--- src/shared/usart_cfg_map.vh ---
// Purpose: Register indices, field positions, reset values and codes
// Assumes: Byte address of a register is four times its index
// Notes: Definitions only
`ifndef USART_CFG_MAP_VH
`define USART_CFG_MAP_VH

// Register indices
`define RX_CTRL_IDX 6'h06
`define FRAME_CTRL_IDX 6'h07
`define BAUD_LO_IDX 6'h08
`define BAUD_HI_IDX 6'h09
`define DEBUG_CTRL_IDX 6'h0B
`define IR_EVENT_IDX 6'h0C
`define IR_PULSE_LEN_IDX 6'h0D
`define STATUS_IDX 6'h10

// Reset values
`define RX_CTRL_RST 8'h00
`define FRAME_CTRL_RST 8'h03
`define BAUD_RST 16'h0000
`define DEBUG_CTRL_RST 8'h00
`define IR_EVENT_RST 8'h00
`define IR_PULSE_LEN_RST 8'h00

// Receiver control fields
`define RXC_RX_EN 7
`define RXC_TX_EN 6
`define RXC_MODE_HI 2
`define RXC_MODE_LO 1
`define RXC_MULTIPROC 0

// Frame control fields
`define FC_COMM_HI 7
`define FC_COMM_LO 6
`define FC_PAR_HI 5
`define FC_PAR_LO 4
`define FC_STOP 3
`define FC_SIZE_HI 2
`define FC_SIZE_LO 0
`define FC_ORDER 2
`define FC_PHASE 1
`define FC_SPI_VIEW_MASK 8'hC6

// Single-bit control and status fields
`define DBG_RUN_BIT 0
`define IR_EI_BIT 0
`define ST_PAR_ERR_BIT 0
`define ST_RUN_BIT 1

// Mode codes
`define RXM_NORMAL 2'h0
`define RXM_DOUBLE 2'h1
`define RXM_GENERIC 2'h2
`define RXM_LIN 2'h3
`define CM_ASYNC 2'h0
`define CM_SYNC 2'h1
`define CM_IR 2'h2
`define CM_SPI_MASTER 2'h3
`define PM_OFF 2'h0
`define PM_RSVD 2'h1
`define PM_EVEN 2'h2
`define PM_ODD 2'h3
`define CS_9_LOW 3'h6
`define CS_9_HIGH 3'h7

// Timing counts in sample ticks, and the pulse length pass code
`define OVS_NORMAL 5'h10
`define OVS_DOUBLE 5'h08
`define IR_PULSE_SAMPLES 4'h3
`define PULSE_LEN_PASS 8'hFF
`endif

--- src/rtl/ir_tx_pulse.v ---
// Purpose: Infrared transmit pulse shaper
// Assumes: Ticks are one-cycle pulses on mclk
// Notes: A zero bit is sent as one high pulse, a one bit as no pulse
`timescale 1ns/1ps
`include "usart_cfg_map.vh"
module ir_tx_pulse #(
  parameter PLW = 8
) (
  input wire mclk,
  input wire sys_rst,
  input wire enable,
  input wire run,
  input wire tx_bit,
  input wire bit_tick,
  input wire sample_tick,
  input wire [PLW-1:0] pulse_len,
  output reg ir_tx
);
  reg active_ff;
  reg nxt_active;
  reg [PLW-1:0] clk_cnt_ff;
  reg [3:0] smp_cnt_ff;
  wire use_samples;
  wire passthru;
  wire start;

  assign use_samples = (pulse_len == {PLW{1'b0}});
  assign passthru = ~enable | (pulse_len == `PULSE_LEN_PASS);
  assign start = bit_tick & ~tx_bit;

  // Next pulse state; the pin copies it, so width equals the count
  always @* begin
    nxt_active = active_ff;
    if (passthru | ~run)
      nxt_active = 1'b0;
    else if (start)
      nxt_active = 1'b1;
    else if (active_ff & use_samples) begin
      if (sample_tick & (smp_cnt_ff == 4'h1))
        nxt_active = 1'b0;
    end else if (active_ff & (clk_cnt_ff == {PLW{1'b0}})) begin
      nxt_active = 1'b0;
    end
  end

  // Counters load at the pulse start and run down while it lasts
  always @(posedge mclk) begin
    if (sys_rst) begin
      active_ff <= 1'b0;
      clk_cnt_ff <= {PLW{1'b0}};
      smp_cnt_ff <= 4'h0;
    end else begin
      active_ff <= nxt_active;
      if (start) begin
        clk_cnt_ff <= pulse_len - {{(PLW-1){1'b0}}, 1'b1};
        smp_cnt_ff <= `IR_PULSE_SAMPLES;
      end else if (active_ff) begin
        if (sample_tick)
          smp_cnt_ff <= smp_cnt_ff - 4'h1;
        if (clk_cnt_ff != {PLW{1'b0}})
          clk_cnt_ff <= clk_cnt_ff - {{(PLW-1){1'b0}}, 1'b1};
      end
    end
  end

  // Registered output so the pin never glitches
  always @(posedge mclk) begin
    if (sys_rst)
      ir_tx <= 1'b1;
    else if (passthru)
      ir_tx <= tx_bit;
    else
      ir_tx <= nxt_active;
  end
endmodule

--- src/rtl/usart_cfg.v ---
// Purpose: Serial transceiver configuration, baud prescaler and IR stage
// Assumes: AHB-Lite slave, zero wait states, single word transfers
// Notes: Shift engines sit outside and use the decoded outputs
// Summary of operation
// Mode code 3 is LIN constrained autobaud
// Codes 0,1,2: normal, double speed, generic
// Multiprocessor mode drops non-address receive frames
// Comm mode: async, sync, infrared, master SPI
// Master SPI reinterprets low frame control bits
// Even/odd parity generated for transmit data
// Receive parity mismatch raises parity error flag
// Reserved parity code acts as disabled
// Stop bit field: one or two, transmit only
// Shared character size, nine-bit byte order
// Bit order: 0 MSB first, 1 LSB
// Software keeps bit order during transfers
// Clock phase picks leading or trailing sample
// Divisor low byte at base, high next
// Divisor write reloads prescaler immediately
// Debug run clear halts block and events
// Event enable takes IR receive from event
// Pulse length zero gives 3/16 bit pulse
// Pulse length 1..254 gives clock-count pulse
// IR pulse starts on baud bit tick
// Pulse length 255 passes signals unchanged
// Software sets pulse length before transmitter enable
//
// Register access over AHB-Lite was decided locally.
`timescale 1ns/1ps
`include "usart_cfg_map.vh"
module usart_cfg #(
  parameter AW = 8,
  parameter BW = 16
) (
  input wire mclk,
  input wire sys_rst,
  input wire hsel,
  input wire [AW-1:0] haddr,
  input wire [1:0] htrans,
  input wire hwrite,
  input wire [2:0] hsize,
  input wire [31:0] hwdata,
  input wire hready,
  output wire hreadyout,
  output wire hresp,
  output wire [31:0] hrdata,
  input wire debug_halt,
  input wire rxd_pin,
  input wire event_in,
  input wire tx_raw,
  output wire txd_pin,
  output wire rx_line,
  input wire [8:0] tx_data,
  output reg tx_parity_bit,
  input wire rx_frame_done,
  input wire [8:0] rx_data,
  input wire rx_parity_bit,
  input wire rx_addr_bit,
  output reg rx_frame_accept,
  output wire [1:0] comm_mode,
  output wire master_spi_mode,
  output wire infrared_mode,
  output wire lin_constrained_autobaud,
  output wire generic_autobaud,
  output wire double_speed,
  output wire multiprocessor_mode,
  output wire parity_enable,
  output wire parity_odd,
  output wire stop_two,
  output wire [3:0] data_bits,
  output wire nine_low_first,
  output wire bit_order,
  output wire clock_phase,
  output wire transmitter_enable,
  output wire receiver_enable,
  output wire run,
  output reg sample_tick,
  output reg bit_tick
);
  // Registers
  reg [7:0] rx_ctrl_ff;
  reg [7:0] frame_ctrl_ff;
  reg [BW-1:0] baud_ff;
  reg [7:0] debug_ctrl_ff;
  reg [7:0] ir_event_ff;
  reg [7:0] tx_pulse_length_ff;
  reg parity_error_flag_ff;
  reg nxt_parity_error_flag;
  // Bus phase state
  reg a_valid_ff;
  reg a_write_ff;
  reg [5:0] a_idx_ff;
  reg [31:0] rd_mux;
  wire addr_take;
  wire addr_ok;
  wire wr_en;
  // Prescaler
  reg [BW-1:0] presc_ff;
  reg [4:0] samp_ff;
  reg baud_reload;
  wire [4:0] ovs;
  // Synchronisers
  reg [1:0] halt_sync_ff;
  reg [1:0] rxd_sync_ff;
  reg [1:0] evt_sync_ff;
  reg evt_hold_ff;
  wire [2:0] char_size;
  wire [1:0] rx_mode_a;
  wire [1:0] parity_mode;
  wire rx_parity_calc;
  wire infrared_event_input_enable;
  wire debug_run;

  // Parity over the active data bits only
  function par9;
    input [8:0] d;
    input [3:0] n;
    integer i;
    reg p;
    begin
      p = 1'b0;
      for (i = 0; i < 9; i = i + 1)
        if (i < n)
          p = p ^ d[i];
      par9 = p;
    end
  endfunction

  // Character size code to bit count, reserved codes fall back to 8
  function [3:0] size_bits;
    input [2:0] c;
    begin
      case (c)
        3'h0: size_bits = 4'h5;
        3'h1: size_bits = 4'h6;
        3'h2: size_bits = 4'h7;
        3'h6: size_bits = 4'h9;
        3'h7: size_bits = 4'h9;
        default: size_bits = 4'h8;
      endcase
    end
  endfunction

  // Field decode
  assign comm_mode = frame_ctrl_ff[`FC_COMM_HI:`FC_COMM_LO];
  assign master_spi_mode = (comm_mode == `CM_SPI_MASTER);
  assign infrared_mode = (comm_mode == `CM_IR);
  assign rx_mode_a = rx_ctrl_ff[`RXC_MODE_HI:`RXC_MODE_LO];
  assign lin_constrained_autobaud = (rx_mode_a == `RXM_LIN);
  assign generic_autobaud = (rx_mode_a == `RXM_GENERIC);
  assign double_speed = (rx_mode_a == `RXM_DOUBLE);
  assign multiprocessor_mode = rx_ctrl_ff[`RXC_MULTIPROC];
  assign transmitter_enable = rx_ctrl_ff[`RXC_TX_EN];
  assign receiver_enable = rx_ctrl_ff[`RXC_RX_EN];
  assign debug_run = debug_ctrl_ff[`DBG_RUN_BIT];
  assign infrared_event_input_enable = ir_event_ff[`IR_EI_BIT];

  // Low bits mean different things in master SPI mode
  assign parity_mode = frame_ctrl_ff[`FC_PAR_HI:`FC_PAR_LO];
  assign char_size = frame_ctrl_ff[`FC_SIZE_HI:`FC_SIZE_LO];
  // Reserved code 1 is treated as off
  assign parity_enable = ~master_spi_mode & parity_mode[1];
  assign parity_odd = parity_mode == `PM_ODD;
  assign stop_two = ~master_spi_mode & frame_ctrl_ff[`FC_STOP];
  assign data_bits = master_spi_mode ? 4'h8 : size_bits(char_size);
  assign nine_low_first = ~master_spi_mode & (char_size == `CS_9_LOW);
  assign bit_order = master_spi_mode & frame_ctrl_ff[`FC_ORDER];
  assign clock_phase = master_spi_mode & frame_ctrl_ff[`FC_PHASE];

  // Debug halt comes from another domain
  always @(posedge mclk) begin
    if (sys_rst)
      halt_sync_ff <= 2'b00;
    else
      halt_sync_ff <= {halt_sync_ff[0], debug_halt};
  end
  assign run = debug_run | ~halt_sync_ff[1];

  // Receive pin and event input synchronisers
  always @(posedge mclk) begin
    if (sys_rst) begin
      rxd_sync_ff <= 2'b11;
      evt_sync_ff <= 2'b11;
      evt_hold_ff <= 1'b1;
    end else begin
      rxd_sync_ff <= {rxd_sync_ff[0], rxd_pin};
      evt_sync_ff <= {evt_sync_ff[0], event_in};
      if (run)
        evt_hold_ff <= evt_sync_ff[1];
    end
  end

  // Event source only in IR mode; pin ignored then
  assign rx_line = (infrared_mode & infrared_event_input_enable) ?
                   evt_hold_ff : rxd_sync_ff[1];

  // Transmit parity, combined with the odd/even choice
  always @(posedge mclk) begin
    if (sys_rst)
      tx_parity_bit <= 1'b0;
    else
      tx_parity_bit <= parity_enable &
                       (par9(tx_data, data_bits) ^ parity_odd);
  end

  // Receive frame filter and parity check
  assign rx_parity_calc = par9(rx_data, data_bits) ^ parity_odd;
  always @(posedge mclk) begin
    if (sys_rst)
      rx_frame_accept <= 1'b0;
    else
      rx_frame_accept <= rx_frame_done & run &
                         (~multiprocessor_mode | rx_addr_bit);
  end

  // AHB address phase
  assign addr_take = hsel & hready & htrans[1];
  assign addr_ok = (haddr[1:0] == 2'b00) & (hsize == 3'b010);
  assign wr_en = a_valid_ff & a_write_ff;
  assign hreadyout = 1'b1;
  assign hresp = 1'b0;
  always @(posedge mclk) begin
    if (sys_rst) begin
      a_valid_ff <= 1'b0;
      a_write_ff <= 1'b0;
      a_idx_ff <= 6'h00;
    end else if (hready) begin
      a_valid_ff <= addr_take & addr_ok;
      a_write_ff <= hwrite;
      a_idx_ff <= haddr[7:2];
    end
  end

  // Register writes in the data phase
  always @(posedge mclk) begin
    if (sys_rst) begin
      rx_ctrl_ff <= `RX_CTRL_RST;
      frame_ctrl_ff <= `FRAME_CTRL_RST;
      baud_ff <= `BAUD_RST;
      debug_ctrl_ff <= `DEBUG_CTRL_RST;
      ir_event_ff <= `IR_EVENT_RST;
      tx_pulse_length_ff <= `IR_PULSE_LEN_RST;
    end else if (wr_en) begin
      case (a_idx_ff)
        `RX_CTRL_IDX: rx_ctrl_ff <= hwdata[7:0] & 8'hC7;
        `FRAME_CTRL_IDX: frame_ctrl_ff <= hwdata[7:0];
        `BAUD_LO_IDX: baud_ff[7:0] <= hwdata[7:0];
        `BAUD_HI_IDX: baud_ff[BW-1:8] <= hwdata[BW-9:0];
        `DEBUG_CTRL_IDX: debug_ctrl_ff <= hwdata[7:0] & 8'h01;
        `IR_EVENT_IDX: ir_event_ff <= hwdata[7:0] & 8'h01;
        `IR_PULSE_LEN_IDX: tx_pulse_length_ff <= hwdata[7:0];
        default: rx_ctrl_ff <= rx_ctrl_ff;
      endcase
    end
  end

  // Parity error: hardware set wins over a write-one clear
  always @* begin
    nxt_parity_error_flag = parity_error_flag_ff;
    if (wr_en & (a_idx_ff == `STATUS_IDX) & hwdata[`ST_PAR_ERR_BIT])
      nxt_parity_error_flag = 1'b0;
    if (rx_frame_done & run & parity_enable &
        (~multiprocessor_mode | rx_addr_bit) &
        (rx_parity_calc != rx_parity_bit))
      nxt_parity_error_flag = 1'b1;
  end
  always @(posedge mclk) begin
    if (sys_rst)
      parity_error_flag_ff <= 1'b0;
    else
      parity_error_flag_ff <= nxt_parity_error_flag;
  end

  // Read mux; master SPI view hides the async fields
  always @* begin
    rd_mux = 32'h0000_0000;
    case (a_idx_ff)
      `RX_CTRL_IDX: rd_mux[7:0] = rx_ctrl_ff;
      `FRAME_CTRL_IDX:
        rd_mux[7:0] = master_spi_mode ?
                      (frame_ctrl_ff & `FC_SPI_VIEW_MASK) : frame_ctrl_ff;
      `BAUD_LO_IDX: rd_mux[7:0] = baud_ff[7:0];
      `BAUD_HI_IDX: rd_mux[BW-9:0] = baud_ff[BW-1:8];
      `DEBUG_CTRL_IDX: rd_mux[7:0] = debug_ctrl_ff;
      `IR_EVENT_IDX: rd_mux[7:0] = ir_event_ff;
      `IR_PULSE_LEN_IDX: rd_mux[7:0] = tx_pulse_length_ff;
      `STATUS_IDX: begin
        rd_mux[`ST_PAR_ERR_BIT] = parity_error_flag_ff;
        rd_mux[`ST_RUN_BIT] = run;
      end
      default: rd_mux = 32'h0000_0000;
    endcase
  end
  // Register mux, stable for the whole data phase
  assign hrdata = (a_valid_ff & ~a_write_ff) ? rd_mux : 32'h0000_0000;

  // Divisor write restarts the prescaler at once
  always @* begin
    baud_reload = wr_en &
                  ((a_idx_ff == `BAUD_LO_IDX) | (a_idx_ff == `BAUD_HI_IDX));
  end

  // Oversampling halves only for async double speed
  assign ovs = (double_speed & (comm_mode == `CM_ASYNC)) ?
               `OVS_DOUBLE : `OVS_NORMAL;

  // Prescaler: sample tick every divisor+1 clocks; frozen on halt
  always @(posedge mclk) begin
    if (sys_rst) begin
      presc_ff <= {BW{1'b0}};
      samp_ff <= 5'h00;
      sample_tick <= 1'b0;
      bit_tick <= 1'b0;
    end else if (baud_reload) begin
      presc_ff <= {BW{1'b0}};
      samp_ff <= 5'h00;
      sample_tick <= 1'b0;
      bit_tick <= 1'b0;
    end else if (~run) begin
      sample_tick <= 1'b0;
      bit_tick <= 1'b0;
    end else if (presc_ff >= baud_ff) begin
      presc_ff <= {BW{1'b0}};
      sample_tick <= 1'b1;
      if (samp_ff >= ovs - 5'h01) begin
        samp_ff <= 5'h00;
        bit_tick <= 1'b1;
      end else begin
        samp_ff <= samp_ff + 5'h01;
        bit_tick <= 1'b0;
      end
    end else begin
      presc_ff <= presc_ff + {{(BW-1){1'b0}}, 1'b1};
      sample_tick <= 1'b0;
      bit_tick <= 1'b0;
    end
  end

  // IR shaping acts only in infrared mode; else transmit passes
  // Pulse length is read live, so it must be set before enabling
  ir_tx_pulse #(
    .PLW(8)
  ) u_ir_tx (
    .mclk(mclk),
    .sys_rst(sys_rst),
    .enable(infrared_mode),
    .run(run),
    .tx_bit(tx_raw),
    .bit_tick(bit_tick),
    .sample_tick(sample_tick),
    .pulse_len(tx_pulse_length_ff),
    .ir_tx(txd_pin)
  );
endmodule

--- config.mk ---
export PLATFORM = sky130hd
export DESIGN_NAME = usart_cfg
export DESIGN_NICKNAME = d
export VERILOG_FILES = /design/src/rtl/ir_tx_pulse.v /design/src/rtl/usart_cfg.v
export VERILOG_INCLUDE_DIRS = /design/src /design/src/shared
export SDC_FILE = /design/constraint.sdc
export NUM_CORES = 1
export LEC_CHECK = 0
export ABC_AREA = 0
export BUFFER_PORTS_ARGS = -buffer_cell sky130_fd_sc_hd__buf_2
export CAP_MARGIN = 20
export CORE_UTILIZATION = 49
export DETAILED_ROUTE_END_ITERATION = 12
export GPL_ROUTABILITY_DRIVEN = 0
export PLACE_DENSITY = 0.8
export SLEW_MARGIN = 20
export SYNTH_ARGS = -nofsm -noshare
export SYNTH_HDL_FRONTEND = slang
export SYNTH_SLANG_ARGS = --single-unit
--- constraint.sdc ---
create_clock -name mclk -period 2.2 [get_ports mclk]
set_clock_uncertainty 0.15 [all_clocks]
set_input_delay 0 -clock mclk [delete_from_list [all_inputs] [get_ports mclk]]
set_output_delay 0 -clock mclk [all_outputs]
set_load 0.02 [all_outputs]
==> impl_results.md, run 1 <==
- Reg-to-reg startpoint: baud_ff[6]
- Routed wl met3: 1.11 mm
- Post-route setup slack: 0.0186 ns
- Hold_sp: rx_data[5]
- TritonCTS clock tree: built
- Footprint of the multi-input gates: 3350 um2
- Area leader, netlist: dfxtp_1
- Psw: 0.862 mW
- Post-synthesis sequential area ratio: 34.7%
- Switching Share: 24.4%
- Clock power share: 38.8%
- Initial antenna violation count: 0
- Crit end category: primary output
- Final net count: 908
- Cell area after placement: 6030 um2
- R2R depth: 8
- F_max: 458 MHz
- Final Slew Violations: 0
- PortBufs: 84
- Initial Util: 50.2%
- Startpoint types: register
- FFs w/ async S/R, synth: 0%
- Vias: 5421
- Commonest non-fill, non-tap cell in the layout: buf_2
- Drt first pass iters: 5
- RSZ-0062 raised after global routing: yes
- Mapped cell area: 5420 um2
- Yosys reg bits: 94
- IR drop worst, VDD: 0.000458 V
- Worst path top cell family by delay: simple AND/OR/NAND/NOR gates
- CP peak stage delay: 0.40 ns
- Crit. path cell count: 7
- Post-synth EDFFs: 0
- Largest net degree at the start of global routing: 63
- Max FO, Critical Path: 6
- CP Buf/Inv Count: 3
- Synth unique cells: 63
- Power share of the combinational group: 11.7%
- Full die area: 11500 um2
- Die Ht: 107 um
- Layout Cell Area excl Fill: 7000 um2
- Leakage: 2.93 nW
- Final period utilization: 99.2%
- Core area: 10800 um2
- DP HPWL: 10.8 mm
- CTS clk-pin slew, worst paths: 0.10 ns
- R2R Path End: presc_ff[10]
- Crit-path most repeated cell: buf_4
- Critical-path top delay cell: dfxtp_4
- Drt initial violations: 473
- Root Buffer: clkbuf_8
- Htree depth: 3
- Total CTS buffers: 9
- Crit Path Class: register to primary output
- Ratio of cells with drive above 1 in the final layout: 26.3%
- Antenna diode count: 0
- Top Layer Used: met4
- I/O pin total: 136
- Tot Pwr: 3.53 mW
- Endpoints failing hold: 0
- # rows: 38
- Outcome: finished, final reports clean
- Hold Path Depth: 5
- Rel. slew slack: 57.6%
- WHS Endpoint: parity_error_flag_ff
- Antenna Nets Post-Route: 0
- Routed wl met2: 7.80 mm
- Final setup fails: 0
- Drc violations: 0
- Min Tclk post-route: 2.18 ns
- Reg area: 1910 um2
- Worst Hold Class: primary input to register
- FILL cells: 853
- Grt ovf: 0
- Most used flip-flop cell after synthesis: dfxtp_1
- Main area contributors after synthesis: dfxtp_1 35%, xnor2_1 5.2%, ha_1 5.1%, nand2_1 5.1%, a21oi_1 4.8%
- First-pass GRT wire length: 24.3 mm
- Sequential fraction of design power: 49.5%
- Die width: 107 um
- Pwr dens: 505 nW/um2
- Mean Syn Cell Area: 8.13 um2
- Internal power: 2.67 mW
- Commonest non-fill, non-tap cells in the layout: 82 x buf_2, 79 x dfxtp_1, 72 x nand2_1
- Mapped Cells: 667
- Flop-to-flop setup slack: 0.06 ns
- Max clock buf depth: 2
- Synth Warn #: 0
- Cell breakdown of the critical path: nor2b_4, and3b_2, buf_8, buf_4, nand3b_1, a21oi_1, buf_4
- WL final: 15.8 mm
- Worst skew pair latency: 0.38 ns
- CP Data Required Time: 2.05 ns
- Worst endpoint data arrival time: 2.03 ns
- WL/cell: 16.5 um
- Sink Count: 94
- Post-synth top area share: 34.7%
- Worst slew pin tran: 0.636 ns
- Max_cap viols: 0
- Post-place setup slack: -0.110 ns
- Met1 WL: 6.33 mm
- Vias per std cell: 5.67
- Area Overhead vs Synth: 29.1%
- Number of global-route vias before repair: 5089
- GRT Total Usage: 27.1%
## stage by stage
step                      hold WS [ns]  utilization [%]  TNS (ns)  cells
after floorplan                -0.0462                -         0    691
after global placement          0.0403             55.9    -0.199    890
after detailed placement        0.0408             55.9     -1.41    890
after CTS                       0.0233             62.2         0    944
after global routing            0.0926             64.8    -0.588    956
final                           0.0303             64.8         0    956
## worst reg2reg max path, cell delays in order (launching register included)
cell     delay [ns]
dfxtp_1        0.38
inv_1          0.06
ha_1           0.29
and4_4         0.20
a21oi_2        0.14
and2_4         0.17
nand3_4        0.08
a311o_2        0.48
nor2_1         0.11
## power by group through the flow
stage / Combinational, mW / Clock (mW) / Sequential (mW)
after floorplan: 0.248 / 0 / 1.78
after global placement: 0.309 / 0 / 1.78
after detailed placement: 0.320 / 0 / 1.78
after CTS: 0.379 / 1.39 / 1.75
after global routing: 0.446 / 1.45 / 1.75
final: 0.413 / 1.37 / 1.75
## cell usage after synthesis, drive strengths merged (17+ instances only)
library cell  instances
xnor2                32
a21oi                52
clkbuf               21
nand3                45
nand2                73
buf                  43
nor2                 62
xor2                 17
dfxtp                94
ha                   22
mux2i                22
inv                  28
## final cells by class
class,instances,area share [%]
flip-flops and latches,94,27.3
inverters,28,1.50
clock inverters,6,1.57
repair buffers,172,17.5
well taps,140,2.50
clock buffers,10,1.82
multi-input cells,506,47.9
## timing repair
item                       4_1_cts  5_1_grt
hold endpoints to repair        59        0
cloned                           1        1
gates resized for setup         20       58
setup endpoints to repair       22       34
hold buffers                    36        0
setup buffers                    1       11
pin swaps                        2       18
## worst max path at each step
stage / slack (ns) / endpoint / from
after floorplan: 0.004 / presc_ff[10] / baud_ff[13]
after global placement: -0.01 / presc_ff[8] / presc_ff[0]
after detailed placement: -0.11 / presc_ff[2] / presc_ff[0]
after CTS: 0.0003 / samp_ff[1] / presc_ff[0]
after global routing: -0.06 / presc_ff[11] / baud_ff[6]
final: 0.02 / hrdata[5] / a_idx_ff[3]
## sequential cells by signal, summed over array words and instances (netlist names), 5 cells and up
name	flops
a_idx_ff	6
samp_ff	5
tx_pulse_length_ff	8
frame_ctrl_ff	8
rx_ctrl_ff	5
baud_ff	16
presc_ff	16
u_ir_tx.clk_cnt_ff	8
## cell families (layout without fill, tap and decap cells)
kind of cell / count (synthesis) / after routing / share of synthesized area (%)
AOI/OAI and AO/OA: 111 / 112 / 13.6
xor gates and xnor gates: 49 / 49 / 7.92
adders and majority gates: 22 / 22 / 5.08
buffers and inverters: 92 / 216 / 8.68
DFF: 94 / 94 / 34.7
muxes: 25 / 25 / 4.69
other: 2 / 26 / 0.139
and+or+nand+nor: 272 / 272 / 25.1
## layer usage
metal | vias to the layer above | GRT usage, %
met3 | 58 | 4.98
met5 | - | 0
met1 | 2558 | 32.9
li1 | 2554 | -
met4 | 0 | 10.7
met2 | 251 | 47.0
No activity file was read; power rests on OpenSTA's default activity.
==> run 2, diff against run 1 <==
Settings changed: REMOVE_ABC_BUFFERS set to 1.
==> run 2 against run 1 <==
Net effect:
- the flow now finishes with violations (negative setup slack)
- utilization increased by 2.2 points
- power decreased by 4.9%
- worst setup slack got worse by 0.073 ns
- highest routed layer unchanged
- via count increased by 3.1%
- sequential share of layout area decreased by 0.73 points
- die area unchanged
==> impl_results.md, run 2 (synthesis results as in run 1) <==
- Vias per std cell: 5.81 (was 5.67)
- F_max: 444 MHz (was 458 MHz)
- First-pass GRT wire length: 25.7 mm (was 24.3 mm)
- Reg area: 1920 um2 (was 1910 um2)
- Max clock buf depth: 2 (unchanged)
- Footprint of the multi-input gates: 3530 um2 (was 3350 um2)
- Full die area: 11500 um2 (unchanged)
- Post-route setup slack: -0.0546 ns (was 0.0186 ns)
- Htree depth: 3 (unchanged)
- Antenna diode count: 0 (unchanged)
- Crit Path Class: register to primary output (unchanged)
- PortBufs: 84 (unchanged)
- CP Data Required Time: 2.05 ns (about the same)
- Vias: 5591 (was 5421)
- WL final: 17.5 mm (was 15.8 mm)
- Post-Route Setup TNS: -0.0713 ns (was 0 ns)
- Number of global-route vias before repair: 5376 (was 5089)
- RSZ-0062 raised after global routing: yes (unchanged)
- Outcome: finished with violations (was finished, final reports clean)
- Crit end category: primary output (unchanged)
- Regs by FF count: baud_ff: 16 flops, presc_ff: 16 flops (unchanged)
- Startpoint types: register (unchanged)
- Max FO, Critical Path: 6 (unchanged)
- Antenna Nets Post-Route: 0 (unchanged)
- Core area: 10800 um2 (unchanged)
- Reg-to-reg startpoint: a_idx_ff[3] (was baud_ff[6])
- Final period utilization: 102% (was 99.2%)
- Initial antenna violation count: 0 (unchanged)
- Grt ovf: 0 (unchanged)
- FILL cells: 800 (was 853)
- Die Ht: 107 um (unchanged)
- IR drop worst, VDD: 0.000471 V (was 0.000458 V)
- Final Slew Violations: 0 (unchanged)
- CTS clk-pin slew, worst paths: 0.11 ns (was 0.10 ns)
- Min Tclk post-route: 2.25 ns (was 2.18 ns)
- Leakage: 2.99 nW (was 2.93 nW)
- Final setup fails: 3 (was 0)
- DP HPWL: 10.6 mm (was 10.8 mm)
- TritonCTS clock tree: built (unchanged)
- Max_cap viols: 0 (unchanged)
- GRT Total Usage: 28.5% (was 27.1%)
- Die width: 107 um (unchanged)
- Rel. slew slack: 65.5% (was 57.6%)
- Worst Hold Class: primary input to register (unchanged)
- Hold_sp: rx_data[6] (was rx_data[5])
- Initial Util: 50.2% (unchanged)
- Final net count: 915 (was 908)
- Commonest non-fill, non-tap cells in the layout: 78 x buf_2, 75 x dfxtp_1, 72 x nand2_1 (was 82 x buf_2, 79 x dfxtp_1, 72 x nand2_1)
- Worst slew pin tran: 0.503 ns (was 0.636 ns)
- Ratio of cells with drive above 1 in the final layout: 30.4% (was 26.3%)
- Total CTS buffers: 9 (unchanged)
- WL/cell: 18.2 um (was 16.5 um)
- Worst endpoint data arrival time: 2.10 ns (was 2.03 ns)
- Area Overhead vs Synth: 33.5% (was 29.1%)
- I/O pin total: 136 (unchanged)
- Drt first pass iters: 5 (unchanged)
- Largest net degree at the start of global routing: 42 (was 63)
- Cell area after placement: 6030 um2 (about the same)
- Layout Cell Area excl Fill: 7240 um2 (was 7000 um2)
- Pwr dens: 464 nW/um2 (was 505 nW/um2)
- # rows: 38 (unchanged)
- Endpoints failing hold: 0 (unchanged)
- Commonest non-fill, non-tap cell in the layout: buf_2 (unchanged)
- Worst skew pair latency: 0.39 ns (was 0.38 ns)
- Root Buffer: clkbuf_8 (unchanged)
- Sink Count: 94 (unchanged)
- Failing checks: negative setup slack
- Worst setup startpoint: a_idx_ff[3] (unchanged)
- Drt initial violations: 563 (was 473)
- Drc violations: 0 (unchanged)
[run 2: cell types whose count changed in the layout (fill, tap and decap cells not counted), sizes merged]
cell	previous run	this run
buf	136	140
bufinv	3	0
inv	28	31
dlygate4sd3	36	38
bufbuf	0	1
clkinv	1	0
clkinvlp	2	3
[run 2: report_power, final]
group	switching (mW)	internal, mW
Combinational	0.234	0.209
Clock	0.704	0.462
Sequential	0.0296	1.72
[run 2: critical path, cell delays in order (launching register included)]
cell and delay [ns]:
dfxtp_4 0.39, buf_6 0.12, and4b_1 0.25, buf_6 0.16, a22oi_1 0.24, nand2_1 0.11
a31oi_2 0.22, nor3_4 0.08, buf_6 0.13
[run 2: final timing paths]
kind	end	slack [ns]	cells past startpoint
setup / recovery	hrdata[4]	-0.05	8
hold / removal	parity_error_flag_ff	0.04	5
setup reg to reg	presc_ff[13]	0.04	7
hold reg to reg	evt_sync_ff[1]	0.29	1
[run 2: what timing repair did]
item | CTS | global route
hold endpoints to repair | 58 | 0
setup buffers | 10 | 9
pin swaps | 15 | 27
cloned | 2 | 0
resized for setup | 33 | 84
endpoints found under the setup margin | 29 | 34
hold buffers | 38 | 0
[run 2: stage by stage]
stage	util (%)	setup slack [ns]	hold slack (ns)	instances	power, mW
5_1_grt	67.0	-0.0959	0.0871	963	3.47
2_1_floorplan	-	-0.118	-0.0821	627	1.97
3_3_place_gp	55.9	-0.0365	0.0344	888	2.09
6_report	67.0	-0.0546	0.0417	963	3.36
3_5_place_dp	55.9	-0.145	0.0387	888	2.10
4_1_cts	63.3	0.00148	0.0270	954	3.31
[run 2: final cells by class]
| class | instances | area share [%] |
|---|---|---|
| tap | 140 | 2.42 |
| timing repair buffer | 179 | 18.2 |
| multi-input combinational | 506 | 48.7 |
| sequential | 94 | 26.5 |
| inverter | 28 | 1.49 |
| clock inverter | 6 | 0.744 |
| clock buffer | 10 | 1.90 |
[run 2: layer usage]
| metal | share of wire (%) | vias up | global-route usage, % | wire, um |
|---|---|---|---|---|
| li1 | - | 2572 | - | - |
| met1 | 37 | 2633 | 31.6 | 6440 |
| met2 | 52 | 322 | 51.0 | 9060 |
| met3 | 7.7 | 64 | 7.72 | 1350 |
| met4 | 3.8 | 0 | 12.3 | 659 |
| met5 | 0 | - | 0 | 0 |
